`config.mk`:
```
export PLATFORM = sky130hd
export DESIGN_NAME = csie_top
export DESIGN_NICKNAME = d
export VERILOG_FILES = /design/src/rtl/csie_pkg.sv /design/src/rtl/csie_pin_sync.sv /design/src/rtl/csie_top.sv
export SDC_FILE = /design/constraint.sdc
export NUM_CORES = 1
export LEC_CHECK = 0
export BUFFER_PORTS_ARGS = -buffer_cell sky130_fd_sc_hd__buf_2
export CAP_MARGIN = 10
export CELL_PAD_IN_SITES_DETAIL_PLACEMENT = 1
export CELL_PAD_IN_SITES_GLOBAL_PLACEMENT = 2
export CORE_MARGIN = 3
export CORE_UTILIZATION = 40
export CTS_BUF_LIST = sky130_fd_sc_hd__clkbuf_4
export CTS_CLUSTER_DIAMETER = 200
export DETAILED_ROUTE_END_ITERATION = 16
export PLACE_DENSITY_LB_ADDON = 0.1
export RECOVER_POWER = 50
export SYNTH_ARGS = -nofsm -noshare
export SYNTH_HDL_FRONTEND = slang
export SYNTH_SLANG_ARGS = --single-unit
```
`constraint.sdc`:
```
create_clock -name i_mclk -period 2.75 [get_ports i_mclk]
set_input_delay 0.1375 -clock i_mclk [delete_from_list [all_inputs] [get_ports i_mclk]]
set_output_delay 0.1375 -clock i_mclk [all_outputs]
set_load 0.02 [all_outputs]
```
`src/rtl/csie_pkg.sv`:
```
// Constants, field positions and carrier types for the CPU status block.
// Assumes one 200 MHz core clock and an 8-bit I/O port space.
package csie_pkg;

    // I/O port addresses
    localparam logic [7:0] ADDR_GIE = 8'h20;
    localparam logic [7:0] ADDR_PSC = 8'hFF;

    // Status and control bit positions
    localparam int PSC_RUN    = 0;
    localparam int PSC_RSVD   = 1;
    localparam int PSC_GIE    = 2;
    localparam int PSC_SUSP   = 3;
    localparam int PSC_POR    = 4;
    localparam int PSC_BUSRST = 5;
    localparam int PSC_WDR    = 6;
    localparam int PSC_PEND   = 7;

    // Per-source enable and pending positions
    localparam int SRC_BUSRST = 0;
    localparam int SRC_T128   = 1;
    localparam int SRC_T1024  = 2;
    localparam int SRC_DAC    = 4;
    localparam int SRC_GPIO   = 5;
    localparam int SRC_I2C    = 6;

    localparam logic [7:0] SRC_MASK  = 8'h77;
    localparam logic [7:0] GIE_WMASK = 8'h7F;
    localparam logic [7:0] PSC_POR_VAL = 8'h11;
    localparam logic [7:0] BYTE_ZERO = 8'h00;

    // Vector numbers, lowest number wins
    localparam logic [3:0] VEC_NONE   = 4'h0;
    localparam logic [3:0] VEC_BUSRST = 4'h1;
    localparam logic [3:0] VEC_T128   = 4'h2;
    localparam logic [3:0] VEC_T1024  = 4'h3;
    localparam logic [3:0] VEC_DAC    = 4'hA;
    localparam logic [3:0] VEC_GPIO   = 4'hB;
    localparam logic [3:0] VEC_I2C    = 4'hC;

    // Timing
    localparam int CLK_NS       = 5;
    localparam int SE0_MIN_US   = 12;
    localparam int SE0_MAX_US   = 16;
    localparam int SE0_MIN_CYC  = (SE0_MIN_US * 1000 + CLK_NS - 1) / CLK_NS;
    localparam int T128_US      = 128;
    localparam int T128_CYC     = T128_US * 1000 / CLK_NS;
    localparam int T1024_US     = 1024;
    localparam int T1024_DIV    = T1024_US / T128_US;
    localparam int WATCHDOG_PERIOD_MS  = 8;
    localparam int WATCHDOG_PERIOD_CYC =
        (WATCHDOG_PERIOD_MS * 1000000 + CLK_NS - 1) / CLK_NS;
    localparam int STARTUP_MS   = 96;
    localparam int STARTUP_CYC  = STARTUP_MS * 1000000 / CLK_NS;

    typedef enum logic [1:0] {
        PH_STARTUP = 2'b00,
        PH_ACTIVE  = 2'b01,
        PH_SUSPEND = 2'b10,
        PH_HALTED  = 2'b11
    } csie_phase_type;

    typedef struct packed {
        logic       io_write_instr;
        logic       io_read_instr;
        logic [7:0] addr;
        logic [7:0] wdata;
    } csie_io_type;

    typedef struct packed {
        logic halt_instr;
        logic interrupt_disable_instr;
        logic interrupt_enable_instr;
        logic return_from_interrupt_instr;
        logic int_ack;
    } csie_instr_type;

    typedef struct packed {
        csie_phase_type phase;
        logic           rsvd1;
        logic           por;
        logic           busrst;
        logic           watchdog_restart_flag;
        logic           gie;
        logic [7:0]     en;
        logic [7:0]     pend;
        logic [15:0]    tcnt;
        logic [2:0]     tdiv;
        logic [24:0]    scnt;
        logic           wdr_done;
        logic [11:0]    se0cnt;
        logic [7:0]     gpio_prev;
        logic [7:0]     rdata;
        logic           irq_req;
        logic [3:0]     vec;
        logic           run_o;
        logic           susp_o;
    } csie_state_type;

endpackage : csie_pkg

```
`src/rtl/csie_pin_sync.sv`:
```
// Two-flop synchroniser for a bundle of pin inputs.
// Assumes the pins are asynchronous to i_mclk and quasi-static per bit.
`timescale 1ns/10ps
module csie_pin_sync #(
    parameter int WIDTH = 1
) (
    input  wire logic             i_mclk,
    input  wire logic             i_resetn,
    input  wire logic [WIDTH-1:0] i_async,
    output logic      [WIDTH-1:0] o_sync
);
    typedef struct packed {
        logic [WIDTH-1:0] meta;
        logic [WIDTH-1:0] sync;
    } csie_sync_type;

    csie_sync_type st_r;
    csie_sync_type st_nxt;

    always_comb begin
        st_nxt.meta = i_async;
        st_nxt.sync = st_r.meta;
    end

    always_ff @(posedge i_mclk or negedge i_resetn) begin
        if (!i_resetn) begin
            st_r <= '0;
        end else begin
            st_r <= st_nxt;
        end
    end

    assign o_sync = st_r.sync;

endmodule : csie_pin_sync

```
`src/rtl/csie_top.sv`:
```
// Processor status/control register and per-source interrupt enables.
// Assumes CPU strobes are one-cycle pulses on i_mclk; pins are async.
`timescale 1ns/10ps
module csie_top
    import csie_pkg::*;
#(
    parameter int T128_CYCLES    = T128_CYC,
    parameter int WATCH_CYCLES   = WATCHDOG_PERIOD_CYC,
    parameter int STARTUP_CYCLES = STARTUP_CYC
) (
    input  wire logic           i_mclk,
    input  wire logic           i_resetn,
    input  wire csie_io_type    i_io,
    input  wire csie_instr_type i_instr,
    input  wire logic           i_wdt_reset,
    input  wire logic           i_usb_dp,
    input  wire logic           i_usb_dm,
    input  wire logic           i_usb_activity,
    input  wire logic [7:0]     i_gpio,
    input  wire logic           i_dac_irq,
    input  wire logic           i_i2c_irq,
    output logic      [7:0]     o_io_rdata,
    output logic                o_irq_req,
    output logic      [3:0]     o_irq_vector,
    output logic                o_global_ie,
    output logic                o_run,
    output logic                o_suspend
);

    localparam csie_state_type ST_RESET = '{
        phase: PH_STARTUP,
        rsvd1: PSC_POR_VAL[PSC_RSVD],
        por: PSC_POR_VAL[PSC_POR],
        busrst: PSC_POR_VAL[PSC_BUSRST],
        watchdog_restart_flag: PSC_POR_VAL[PSC_WDR],
        gie: PSC_POR_VAL[PSC_GIE],
        en: BYTE_ZERO,
        pend: BYTE_ZERO,
        tcnt: '0,
        tdiv: '0,
        scnt: '0,
        wdr_done: 1'b0,
        se0cnt: '0,
        gpio_prev: BYTE_ZERO,
        rdata: BYTE_ZERO,
        irq_req: 1'b0,
        vec: VEC_NONE,
        run_o: 1'b0,
        susp_o: 1'b1
    };

    function automatic logic [7:0] csie_lowest(input logic [7:0] v);
        csie_lowest = v & (~v + 8'h01);
    endfunction : csie_lowest

    function automatic logic [3:0] csie_vec_of(input logic [7:0] onehot);
        logic [3:0] r;
        r = VEC_NONE;
        if (onehot[SRC_BUSRST]) r = VEC_BUSRST;
        if (onehot[SRC_T128])   r = VEC_T128;
        if (onehot[SRC_T1024])  r = VEC_T1024;
        if (onehot[SRC_DAC])    r = VEC_DAC;
        if (onehot[SRC_GPIO])   r = VEC_GPIO;
        if (onehot[SRC_I2C])    r = VEC_I2C;
        csie_vec_of = r;
    endfunction : csie_vec_of

    csie_state_type st_r;
    csie_state_type st_nxt;
    logic [10:0]    pins;
    logic [7:0]     gpio;
    logic           dp;
    logic           dm;
    logic           usb_act;
    logic           se0;
    logic           hit;
    logic           t128;
    logic           t1024;
    logic           st_wdr;
    logic           wdt_any;
    logic [7:0]     ev;
    logic [7:0]     req;
    logic [7:0]     nreq;
    logic [7:0]     pick;
    logic           psc_wr;

    csie_pin_sync #(
        .WIDTH (11)
    ) u_sync (
        .i_mclk   (i_mclk),
        .i_resetn (i_resetn),
        .i_async  ({i_usb_activity, i_usb_dm, i_usb_dp, i_gpio}),
        .o_sync   (pins)
    );

    assign gpio    = pins[7:0];
    assign dp      = pins[8];
    assign dm      = pins[9];
    assign usb_act = pins[10];

    always_comb begin
        st_nxt = st_r;
        psc_wr = i_io.io_write_instr && (i_io.addr == ADDR_PSC);
        se0 = !dp && !dm;
        hit = se0 && (st_r.se0cnt == 12'(SE0_MIN_CYC - 1));
        if (!se0) begin
            st_nxt.se0cnt = '0;
        end else if (st_r.se0cnt != 12'(SE0_MIN_CYC)) begin
            st_nxt.se0cnt = st_r.se0cnt + 12'h001;
        end
        t128  = (st_r.tcnt == 16'(T128_CYCLES - 1));
        t1024 = t128 && (st_r.tdiv == 3'(T1024_DIV - 1));
        st_nxt.tcnt = t128 ? 16'h0000 : st_r.tcnt + 16'h0001;
        if (t128) begin
            st_nxt.tdiv = st_r.tdiv + 3'h1;
        end
        st_wdr = (st_r.phase == PH_STARTUP) && !st_r.wdr_done &&
                 (st_r.scnt == 25'(WATCH_CYCLES - 1));
        if (st_r.phase == PH_STARTUP) begin
            st_nxt.scnt = st_r.scnt + 25'h0000001;
        end
        wdt_any = i_wdt_reset || st_wdr;
        ev = BYTE_ZERO;
        ev[SRC_BUSRST] = hit;
        ev[SRC_T128]   = t128;
        ev[SRC_T1024]  = t1024;
        ev[SRC_DAC]    = i_dac_irq;
        ev[SRC_GPIO]   = |(gpio ^ st_r.gpio_prev);
        ev[SRC_I2C]    = i_i2c_irq;
        ev = ev & SRC_MASK;
        st_nxt.gpio_prev = gpio;
        req  = st_r.pend & st_r.en;
        pick = i_instr.int_ack ? csie_lowest(req) : BYTE_ZERO;
        st_nxt.pend = (st_r.pend & ~pick) | ev;
        if (i_instr.interrupt_disable_instr) begin
            st_nxt.gie = 1'b0;
        end
        if (i_instr.interrupt_enable_instr ||
            i_instr.return_from_interrupt_instr) begin
            st_nxt.gie = 1'b1;
        end
        if (i_instr.int_ack) begin
            st_nxt.gie = 1'b0;
        end
        if (i_io.io_write_instr && (i_io.addr == ADDR_GIE)) begin
            st_nxt.en = i_io.wdata & GIE_WMASK;
        end
        if (psc_wr) begin
            st_nxt.rsvd1  = i_io.wdata[PSC_RSVD];
            st_nxt.por    = i_io.wdata[PSC_POR];
            st_nxt.busrst = i_io.wdata[PSC_BUSRST];
            st_nxt.watchdog_restart_flag = i_io.wdata[PSC_WDR];
            if (!i_io.wdata[PSC_RUN]) begin
                st_nxt.phase = PH_HALTED;
            end else if (i_io.wdata[PSC_SUSP] && !usb_act &&
                         st_r.phase == PH_ACTIVE) begin
                st_nxt.phase = PH_SUSPEND;
            end
        end
        case (st_r.phase)
            PH_STARTUP: begin
                if (hit || st_r.scnt == 25'(STARTUP_CYCLES - 1)) begin
                    st_nxt.phase = PH_ACTIVE;
                end
            end
            PH_SUSPEND: begin
                // wake on enabled pending or activity
                if (|req || usb_act) begin
                    st_nxt.phase = PH_ACTIVE;
                end
            end
            PH_ACTIVE: begin
                if (i_instr.halt_instr) begin
                    st_nxt.phase  = PH_HALTED;
                    st_nxt.rsvd1  = 1'b0;
                    st_nxt.por    = 1'b0;
                    st_nxt.busrst = 1'b0;
                    st_nxt.watchdog_restart_flag = 1'b0;
                    st_nxt.gie    = 1'b0;
                    st_nxt.pend   = BYTE_ZERO;
                end
            end
            PH_HALTED: st_nxt.phase = PH_HALTED;
            default:   st_nxt.phase = PH_HALTED;
        endcase
        if (hit) begin
            st_nxt.busrst = 1'b1;
        end
        if (wdt_any) begin
            st_nxt.watchdog_restart_flag = 1'b1;
            st_nxt.rsvd1  = 1'b0;
            st_nxt.gie    = 1'b0;
            st_nxt.en     = BYTE_ZERO;
            st_nxt.pend   = BYTE_ZERO;
            st_nxt.por    = st_r.por;
            st_nxt.busrst = st_r.busrst || hit;
            if (st_wdr) begin
                st_nxt.wdr_done = 1'b1;
            end
            if (st_r.phase != PH_STARTUP) begin
                st_nxt.phase = PH_ACTIVE;
            end
        end
        if (i_io.io_read_instr) begin
            if (i_io.addr == ADDR_PSC) begin
                st_nxt.rdata = {|st_r.pend, st_r.watchdog_restart_flag,
                                st_r.busrst, st_r.por,
                                st_r.phase == PH_SUSPEND ||
                                st_r.phase == PH_STARTUP,
                                st_r.gie, st_r.rsvd1,
                                st_r.phase != PH_HALTED};
            end else if (i_io.addr == ADDR_GIE) begin
                st_nxt.rdata = st_r.en;
            end else begin
                st_nxt.rdata = BYTE_ZERO;
            end
        end
        nreq = st_nxt.pend & st_nxt.en;
        st_nxt.irq_req = st_nxt.gie && (|nreq);
        st_nxt.vec = st_nxt.gie ? csie_vec_of(csie_lowest(nreq)) : VEC_NONE;
        st_nxt.run_o  = (st_nxt.phase == PH_ACTIVE);
        st_nxt.susp_o = (st_nxt.phase == PH_SUSPEND) ||
                        (st_nxt.phase == PH_STARTUP);
    end

    always_ff @(posedge i_mclk or negedge i_resetn) begin
        if (!i_resetn) begin
            st_r <= ST_RESET;
        end else begin
            st_r <= st_nxt;
        end
    end

    assign o_io_rdata   = st_r.rdata;
    assign o_irq_req    = st_r.irq_req;
    assign o_irq_vector = st_r.vec;
    assign o_global_ie  = st_r.gie;
    assign o_run        = st_r.run_o;
    assign o_suspend    = st_r.susp_o;
endmodule : csie_top

```
## Yosys cells after proc, flatten, opt, wreduce, memory -nomap -nowiden

Cells that the tools add are included.

| operators by class | value |
|---|---|
| add/subtract/negate cells | 6 |
| bitwise logic cells | 10 |
| reductions and logical operators | 29 |
| equal/unequal tests | 15 |
| multiplexer cells | 30 |

Operators with widths:

| operator | count |
|---|---|
| two-way mux 8 bit | 6 |
| AND 8 bit | 4 |
| OR reduction 8 bit | 4 |
| adder 25 x 1 -> 25 bit, second input constant | 1 |
| == test 25 x 21 -> 1 bit, second input constant | 1 |
| == test 25 bit, second input constant | 1 |
| two-way mux 12 bit | 2 |
| two-way mux 4 bit | 6 |
| two-way mux 23 bit | 1 |
| adder 16 x 1 -> 16 bit, second input constant | 1 |
| == test 16 x 15 -> 1 bit, second input constant | 1 |
| two-way mux 16 bit | 1 |
| NOT 8 bit | 2 |
| adder 12 x 1 -> 12 bit, second input constant | 1 |
| == test 12 bit, second input constant | 1 |
| inequality test 12 bit, second input constant | 1 |
| logical AND 1 bit | 10 |
| two-way mux 2 bit | 5 |
| adder 8 x 1 -> 8 bit, second input constant | 1 |
| == test 8 x 6 -> 1 bit, second input constant | 1 |
| == test 8 bit, second input constant | 1 |
| bitwise OR 8 x 7 -> 8 bit | 1 |
| one-hot mux 2 bit (4 select lines) | 1 |
| bitwise XOR 8 bit | 1 |
| 18 further kinds | 35 |

| storage, ports and cells | value |
|---|---|
| input port bits | 39 |
| output and inout bits | 16 |
| register bits after elaboration | 125 |
| word-level logic and storage cells | 111 |

## Logic depth before layout (Yosys ltp)

Gate-level depths: netlist of the first run.

| logic depth | value |
|---|---|
| depth in word-level cells | 22 |
| mapped depth | 9 |
| gate-level depth less buffers | 8 |

## Modules after synthesis

Synthesis of the first run repeated with hierarchy kept, for this count alone.

| second synthesis, totals | value |
|---|---|
| cell total of the unflattened synthesis | 498 |
| area, all modules | 5,495.3 sq um |

Modules (own cells, without submodules):

| module | area an instance (sq um) | sequential area each (sq um) | times used | cells each |
|---|---|---|---|---|
| csie_top | 4,944.7 | 2,580.0 | 1 | 476 |
| csie_pin_sync | 550.5 | 550.5 | 1 | 22 |

## Least setup slack after synthesis of the first run

Ideal clock, no wire load.

| path | value |
|---|---|
| path type | flip-flop to flip-flop |
| start point | register st_r[53] (netlist bit) |
| end point | register st_r (netlist bit o_irq_vector[1]) |
| path buffers | 0 |
| data required time | 2.598 ns |
| arrival | 2.262 ns |
| setup slack | 0.336 ns |
| library setup time | 0.152 ns |
| clock period less this slack | 2.414 ns |
| stages on the path, launching flop included | 8 |
| cells stage by stage | dfrtp_1 or4_1 or4_4 o21ai_4 nor3_1 or2_4 a21oi_1 a2111oi_2 |

RTL lines:

| what | line | text |
|---|---|---|
| start: declaration | csie_top.sv:68 | `csie_state_type st_r;` |
| start signal: assignment | csie_top.sv:230 | `st_r <= st_nxt;` |

==> metrics.txt, run 1 <==
horizontal die dimension=122.8 um; count of state elements after synthesis=125; clock tree from TritonCTS=done; startpoint-to-endpoint class of the critical path=flop to flop; count of buffers from port buffering=53; period utilization=95.53%; async set-or-reset flop fraction in the synthesized netlist=100.0%; Max-Cap Viols=0; routed via count=3983; antenna violations before repair=0; total setup violations reported at the end of the flow=0; number of flops mapped to enable cells by yosys=0; floorplan die height=122.8 um; cells along the critical path=or4_1 -> or4_4 -> o21ai_4 -> buf_4 -> a21oi_1 -> nor2b_1 -> a2111oi_2; Worst IR Drop VDD=0.3141 mV; Total Die Area=15080 sq um; crit path launch type=flop; Power per Cell Area=551.3 nW/um^2; Arrival @ worst endpoint=3.06 ns; # fillers=1506; run status=finished, final reports clean; maximum number of pins on one net before global-route repair=48; element type at the critical path end=flop; remaining max-slew budget at the tightest pin=23.41%; Via-to-Cell Ratio=5.093; Final GP Congestion=0.8073; Hold Crit Class=primary input to flop; number of distinct standard cells referenced by the synthesized netlist=53; unrepaired setup endpoints after global routing=false; sequential fraction of the synthesis area=57.35%; Crit Path Max Fanout=8; share of cells above drive strength 1=18.65%; top_reg_cell synth=sky130_fd_sc_hd__dfrtp_1; buffer depth of the longest clock path=2; Worst Skew=0.01581 ns; worst hold-check slack=0.05851 ns; overflow left after global routing=0; ranking of synthesized cells by instance count=123 x sky130_fd_sc_hd__dfrtp_1, 62 x sky130_fd_sc_hd__nor2_1, 42 x sky130_fd_sc_hd__nand2_1; nets@finish=638; via count of the first global-routing pass=4185; final hold vios=0; area delta synth->final=18.24%; post-synthesis average cell area=10.81 sq um; Initial DRT Pass Iterations=4; Synth Cell Area=5459 sq um; initial core utilization=41.06%; number of synthesis warnings=0; summed negative setup slack over all endpoints=0 ns; clock latency on the worst-skew pair=0.55 ns; Total Routed Length=12.52 mm; placed cells=724; Clock Pin Slew Worst Setup and Hold Paths=0.12 ns; dominant cell type by area after synthesis=sky130_fd_sc_hd__dfrtp_1; final antenna-violating net count=0; Post-Layout Cell Count=782; half-perimeter wire length after placement=8.875 mm; time the final worst path needs with I/O delays and setup=2.627 ns; Placeable Area=13300 sq um; combined global-route utilization of all metal layers=17.86%; cell with the most instances after synthesis=sky130_fd_sc_hd__dfrtp_1; Final Max Tran Viols=0; slew at the pin closest to its max-slew limit=1.149 ns; number of standard-cell rows in the floorplan=42; CTS sink count=125; number of buffers inserted during clock tree synthesis=17; slowest stage cell, crit path=sky130_fd_sc_hd__or4_1; required time of the critical path=3.18 ns; final standard cell utilization of the core=48.55%; antenna diode count=0; post-detailed-route DRC marker count=0; maximum clock frequency=380.7 MHz; # IOs=55; H-tree depth reported by CTS=4; global-route wire length before repair=20.74 mm; Routed wire per std cell=16.01 um; standby leakage power=2.966 nW; synth top area cells=sky130_fd_sc_hd__dfrtp_1 56%, sky130_fd_sc_hd__xor2_1 4.5%, sky130_fd_sc_hd__nor2_1 4.3%; Mapped Nets=550; iteration-0 DRC count of the detailed router=233; area share of the largest cell type after synthesis=56.38%; clock root cell=sky130_fd_sc_hd__clkbuf_4; critical path's largest stage delay=0.54 ns; synthesized instance count=505
## critical path: cells and delay by family, from the launching register on
family                 cells  cell delay (ns)
DFF                        1             0.43
AOI/OAI and AO/OA          3             0.60
and+or+nand+nor            3             1.26
buffers and inverters      1             0.21
## repair_timing
item / 4_1_cts / 5_1_grt
setup endpoints to repair: 0 / 2
endpoints found under the hold margin: 82 / 0
gates resized for setup: 0 / 0
buffers inserted: 0 / 1
hold buffers: 25 / 0
## where the power goes
group	switching [mW]	internal (mW)	leakage, nW
Clock	0.706	0.625	0.153
Combinational	0.143	0.116	1.20
Sequential	0.0595	1.91	1.62
## kinds of logic after synthesis
group / Yosys count / share of synthesized area, %
DFF: 125 / 57.35
muxes: 13 / 2.452
buffers and inverters: 37 / 3.507
and+or+nand+nor: 212 / 19.50
xor gates and xnor gates: 54 / 8.664
adders and majority gates: 6 / 1.375
AOI/OAI and AO/OA: 58 / 7.152
## layout by cell type (no fill, tap or decap), types with 2 or more instances in the layout
cell type and instances:
sky130_fd_sc_hd__nand3_1 28, sky130_fd_sc_hd__clkinv_4 5, sky130_fd_sc_hd__or3_1 2, sky130_fd_sc_hd__mux2i_1 10
sky130_fd_sc_hd__or4_1 2, sky130_fd_sc_hd__nand2_1 42, sky130_fd_sc_hd__clkinv_2 2, sky130_fd_sc_hd__or2_2 7
sky130_fd_sc_hd__nor3_1 9, sky130_fd_sc_hd__dfrtp_1 123, sky130_fd_sc_hd__a222oi_1 2, sky130_fd_sc_hd__ha_1 6
sky130_fd_sc_hd__and4_1 4, sky130_fd_sc_hd__clkbuf_1 3, sky130_fd_sc_hd__clkbuf_4 17, sky130_fd_sc_hd__xor2_1 28
sky130_fd_sc_hd__and3_1 12, sky130_fd_sc_hd__buf_2 52, sky130_fd_sc_hd__xnor2_1 26, sky130_fd_sc_hd__a31oi_1 2
sky130_fd_sc_hd__nor2_1 62, sky130_fd_sc_hd__nand4_1 17, sky130_fd_sc_hd__nor4_1 7, sky130_fd_sc_hd__nor4b_1 3
sky130_fd_sc_hd__a22oi_1 9, sky130_fd_sc_hd__dlygate4sd3_1 25, sky130_fd_sc_hd__nor3b_1 2, sky130_fd_sc_hd__a21oi_1 20
sky130_fd_sc_hd__a22o_1 2, sky130_fd_sc_hd__bufinv_16 3, sky130_fd_sc_hd__and2_1 3, sky130_fd_sc_hd__buf_4 12
sky130_fd_sc_hd__mux2_2 3, sky130_fd_sc_hd__clkinvlp_4 3, sky130_fd_sc_hd__a211o_1 2, sky130_fd_sc_hd__nor2b_1 4
sky130_fd_sc_hd__inv_1 13, sky130_fd_sc_hd__clkinv_1 2, sky130_fd_sc_hd__o21ai_0 10
## state kept, by name (all words and copies together), names as in the netlist
name           flops
o_global_ie        1
o_io_rdata         8
o_irq_req          1
o_irq_vector       4
o_run              1
o_suspend          1
st_r              87
u_sync.o_sync     11
u_sync.st_nxt     11
## per-stage QoR
step	worst slack (ns)	power (mW)	instance area [sq um]
floorplan	0.3360	2.122	5459
global placement	0.1742	2.224	5909
detailed placement	0.1234	2.239	5909
CTS	0.07811	3.619	6461
global route	0.0003375	3.758	6455
finish	0.1230	3.558	6455
## area by class of cell
class	instances	area [sq um]	area share, %
Sequential cell	125	3131	48.50
Multi-Input combinational cell	343	2137	33.11
Timing Repair Buffer	93	616.8	9.556
Tap cell	176	220.2	3.412
Clock inverter	15	173.9	2.694
Clock buffer	17	127.6	1.977
Inverter	13	48.80	0.7560
## worst paths after layout
path | startpoint | to | slack (ns) | cells after the start
min in group asynchronous | i_resetn | u_sync.st_nxt[1]$_DFF_PN0_ | 0.40 | 2
max in group asynchronous | i_resetn | st_r[81]$_DFF_PN0_ | 0.73 | 3
worst max-delay path | st_r[53]$_DFFE_PN0P_ | o_irq_vector[1]$_DFF_PN0_ | 0.12 | 7
worst min-delay path | i_wdt_reset | st_r[89]$_DFF_PN0_ | 0.06 | 3
worst min register to register | u_sync.st_nxt[6]$_DFF_PN0_ | u_sync.o_sync[6]$_DFF_PN0_ | 0.36 | 0
worst max register to register | st_r[53]$_DFFE_PN0P_ | o_irq_vector[1]$_DFF_PN0_ | 0.12 | 7
## per-layer routing
metal	vias up	track usage, %	part of all wire (%)	routed length [um]
met5	-	0	0	0
met4	0	6.578	1.3	159
met1	1983	23.92	48	5946
met3	15	4.562	3.5	443
li1	1923	-	-	-
met2	62	28.05	48	5967
Note: power is estimated with default switching activity, not from simulation.
==> inputs of run 2 (changes only) <==
--- a/config.mk
+++ b/config.mk
@@ -7,14 +7,12 @@
 export LEC_CHECK = 0
 export BUFFER_PORTS_ARGS = -buffer_cell sky130_fd_sc_hd__buf_2
 export CAP_MARGIN = 10
-export CELL_PAD_IN_SITES_DETAIL_PLACEMENT = 1
-export CELL_PAD_IN_SITES_GLOBAL_PLACEMENT = 2
 export CORE_MARGIN = 3
-export CORE_UTILIZATION = 40
+export CORE_UTILIZATION = 52
 export CTS_BUF_LIST = sky130_fd_sc_hd__clkbuf_4
 export CTS_CLUSTER_DIAMETER = 200
 export DETAILED_ROUTE_END_ITERATION = 16
-export PLACE_DENSITY_LB_ADDON = 0.1
+export PLACE_DENSITY = 0.72
 export RECOVER_POWER = 50
 export SYNTH_ARGS = -nofsm -noshare
 export SYNTH_HDL_FRONTEND = slang
==> metrics.txt, run 2 (synthesis results as in run 1) <==
run status=finished, final reports clean (unchanged); largest register by flop count=st_r (unchanged); register share of total power=52.3% (was 55.3%); floorplan die height=108.5 um (was 122.8 um); Final GP Congestion=0.9114 (was 0.8073); Placeable Area=10000 sq um (was 13300 sq um); share of cells above drive strength 1=18.05% (was 18.65%); flip-flop count of the largest register, all copies and words added=87 (unchanged); post-placement cell area=5841 sq um (was 5909 sq um); antenna violations before repair=0 (unchanged); number of standard-cell rows in the floorplan=36 (was 42); element type at the critical path end=flop (unchanged); buffer depth of the longest clock path=2 (unchanged); slew at the pin closest to its max-slew limit=1.301 ns (was 1.149 ns); crit path launch type=flop (unchanged); Initial DRT Pass Iterations=5 (was 4); relative contribution of combinational cells to total power=6.8% (was 7.3%); nets@finish=636 (was 638); commonest non-fill, non-tap cells in the layout=123 x sky130_fd_sc_hd__dfrtp_1, 62 x sky130_fd_sc_hd__nor2_1, 51 x sky130_fd_sc_hd__buf_2 (was 123 x sky130_fd_sc_hd__dfrtp_1, 62 x sky130_fd_sc_hd__nor2_1, 52 x sky130_fd_sc_hd__buf_2); final hold vios=0 (unchanged); half-perimeter wire length after placement=7.508 mm (was 8.875 mm); clock latency on the worst-skew pair=0.51 ns (was 0.55 ns); Final Max Tran Viols=0 (unchanged); total setup violations reported at the end of the flow=0 (unchanged); Register Area=3131 sq um (unchanged); area delta synth->final=18.11% (was 18.24%); Power per Cell Area=584.9 nW/um^2 (was 551.3 nW/um^2); unrepaired setup endpoints after global routing=false (unchanged); Total Routed Length=10.97 mm (was 12.52 mm); antenna diode count=0 (unchanged); Routed wire per std cell=14.89 um (was 16.01 um); Crit Path Max Fanout=7 (was 8); Max-Cap Viols=0 (unchanged); overflow left after global routing=0 (unchanged); crit path setup slack, layout=0.1237 ns (was 0.1230 ns); summed negative setup slack over all endpoints=0 ns (unchanged); count of buffers from port buffering=53 (unchanged); Total Die Area=11760 sq um (was 15080 sq um); maximum clock frequency=380.8 MHz (was 380.7 MHz); Via-to-Cell Ratio=5.429 (was 5.093); number of gates resized after cts=0 (unchanged); iteration-0 DRC count of the detailed router=242 (was 233); net switching power=855.7 uW (was 907.9 uW); maximum number of pins on one net before global-route repair=54 (was 48); design area=6447 sq um (was 6455 sq um); post-detailed-route DRC marker count=0 (unchanged); Hold Crit Class=primary input to flop (unchanged); Worst Skew=0.01152 ns (was 0.01581 ns); H-tree depth reported by CTS=4 (unchanged); number of buffers inserted during clock tree synthesis=17 (unchanged); time the final worst path needs with I/O delays and setup=2.626 ns (was 2.627 ns); via count of the first global-routing pass=3907 (was 4185); leading cell type in the layout, fill and taps excluded=sky130_fd_sc_hd__dfrtp_1 (unchanged); required time of the critical path=3.11 ns (was 3.18 ns); # fillers=843 (was 1506); clock root cell=sky130_fd_sc_hd__clkbuf_4 (unchanged); # IOs=55 (unchanged); combined global-route utilization of all metal layers=20.56% (was 17.86%); routed via count=4001 (was 3983); CTS sink count=125 (unchanged); startpoint-to-endpoint class of the critical path=flop to flop (unchanged); post-placement worst setup slack=0.08902 ns (was 0.1234 ns); Internal=2.916 mW (was 2.651 mW); global-route wire length before repair=18.71 mm (was 20.74 mm); horizontal die dimension=108.5 um (was 122.8 um); period utilization=95.50% (was 95.53%); Switching Share=22.69% (was 25.52%); total area of multi-input combinational cells=2137 sq um (unchanged); clock tree from TritonCTS=done (unchanged); Arrival @ worst endpoint=2.99 ns (was 3.06 ns); fraction of power consumed by the clock network=40.9% (was 37.4%); standby leakage power=2.991 nW (was 2.966 nW); Clock Pin Slew Worst Setup and Hold Paths=0.11 ns (was 0.12 ns); final antenna-violating net count=0 (unchanged); initial core utilization=54.59% (was 41.06%); remaining max-slew budget at the tightest pin=13.29% (was 23.41%); Worst IR Drop VDD=0.3561 mV (was 0.3141 mV)
run 2: worst paths after layout:
check	from	to	slack (ns)	cells past startpoint
min reg2reg	u_sync.st_nxt[8]$_DFF_PN0_	u_sync.o_sync[8]$_DFF_PN0_	0.35	0
max in group asynchronous	i_resetn	st_r[101]$_DFF_PN0_	0.74	3
min	i_io[17]	st_r[100]$_DFF_PN0_	0.09	4
max	st_r[52]$_DFFE_PN0P_	o_irq_vector[0]$_DFF_PN0_	0.12	8
min in group asynchronous	i_resetn	st_r[89]$_DFF_PN0_	0.44	2
max reg2reg	st_r[52]$_DFFE_PN0P_	o_irq_vector[0]$_DFF_PN0_	0.12	8
run 2: layer usage:
metal | global-route usage [%] | part of all wire (%) | vias up
met1 | 27.43 | 45 | 1959
met2 | 33.19 | 49 | 113
met4 | 5.771 | 1.2 | 0
met3 | 5.672 | 4.8 | 13
li1 | - | - | 1916
met5 | 0 | 0 | -
run 2: repair_timing:
item	4_1_cts	5_1_grt
hold buffers	24	0
buffers inserted	0	2
hold endpoints to repair	87	0
endpoints found under the setup margin	0	3
run 2: per-stage QoR:
step | instances | total power, mW | utilization, % | hold WS [ns]
2_1_floorplan | 505 | 2.122 | - | -0.1581
5_1_grt | 737 | 3.941 | 64.48 | 0.09732
3_5_place_dp | 679 | 2.238 | 58.41 | 0.2188
4_1_cts | 735 | 3.803 | 64.34 | 0.04850
6_report | 737 | 3.771 | 64.48 | 0.08990
3_3_place_gp | 679 | 2.216 | 58.41 | 0.2089
run 2: worst max-delay path, stage by stage, from the launching register on:
cell,delay (ns)
sky130_fd_sc_hd__dfrtp_1,0.45
sky130_fd_sc_hd__or4_1,0.53
sky130_fd_sc_hd__or4_4,0.53
sky130_fd_sc_hd__o21ai_4,0.27
sky130_fd_sc_hd__buf_12,0.15
sky130_fd_sc_hd__or3_4,0.12
sky130_fd_sc_hd__o211ai_1,0.15
sky130_fd_sc_hd__nor2_4,0.17
sky130_fd_sc_hd__a221oi_1,0.10
run 2: area by class of cell:
| class | count | area share (%) |
|---|---|---|
| Clock buffer | 17 | 1.979 |
| Clock inverter | 15 | 3.493 |
| Inverter | 13 | 0.7568 |
| Multi-Input combinational cell | 343 | 33.15 |
| Sequential cell | 125 | 48.55 |
| Tap cell | 133 | 2.581 |
| Timing Repair Buffer | 91 | 9.490 |
run 2: power by group through the flow:
stage / logic (mW) / clock network [mW] / registers [mW]
finish: 0.258 / 1.54 / 1.97
global route: 0.292 / 1.67 / 1.98
CTS: 0.258 / 1.57 / 1.97
detailed placement: 0.231 / 0 / 2.01
global placement: 0.215 / 0 / 2.00
floorplan: 0.130 / 0 / 1.99
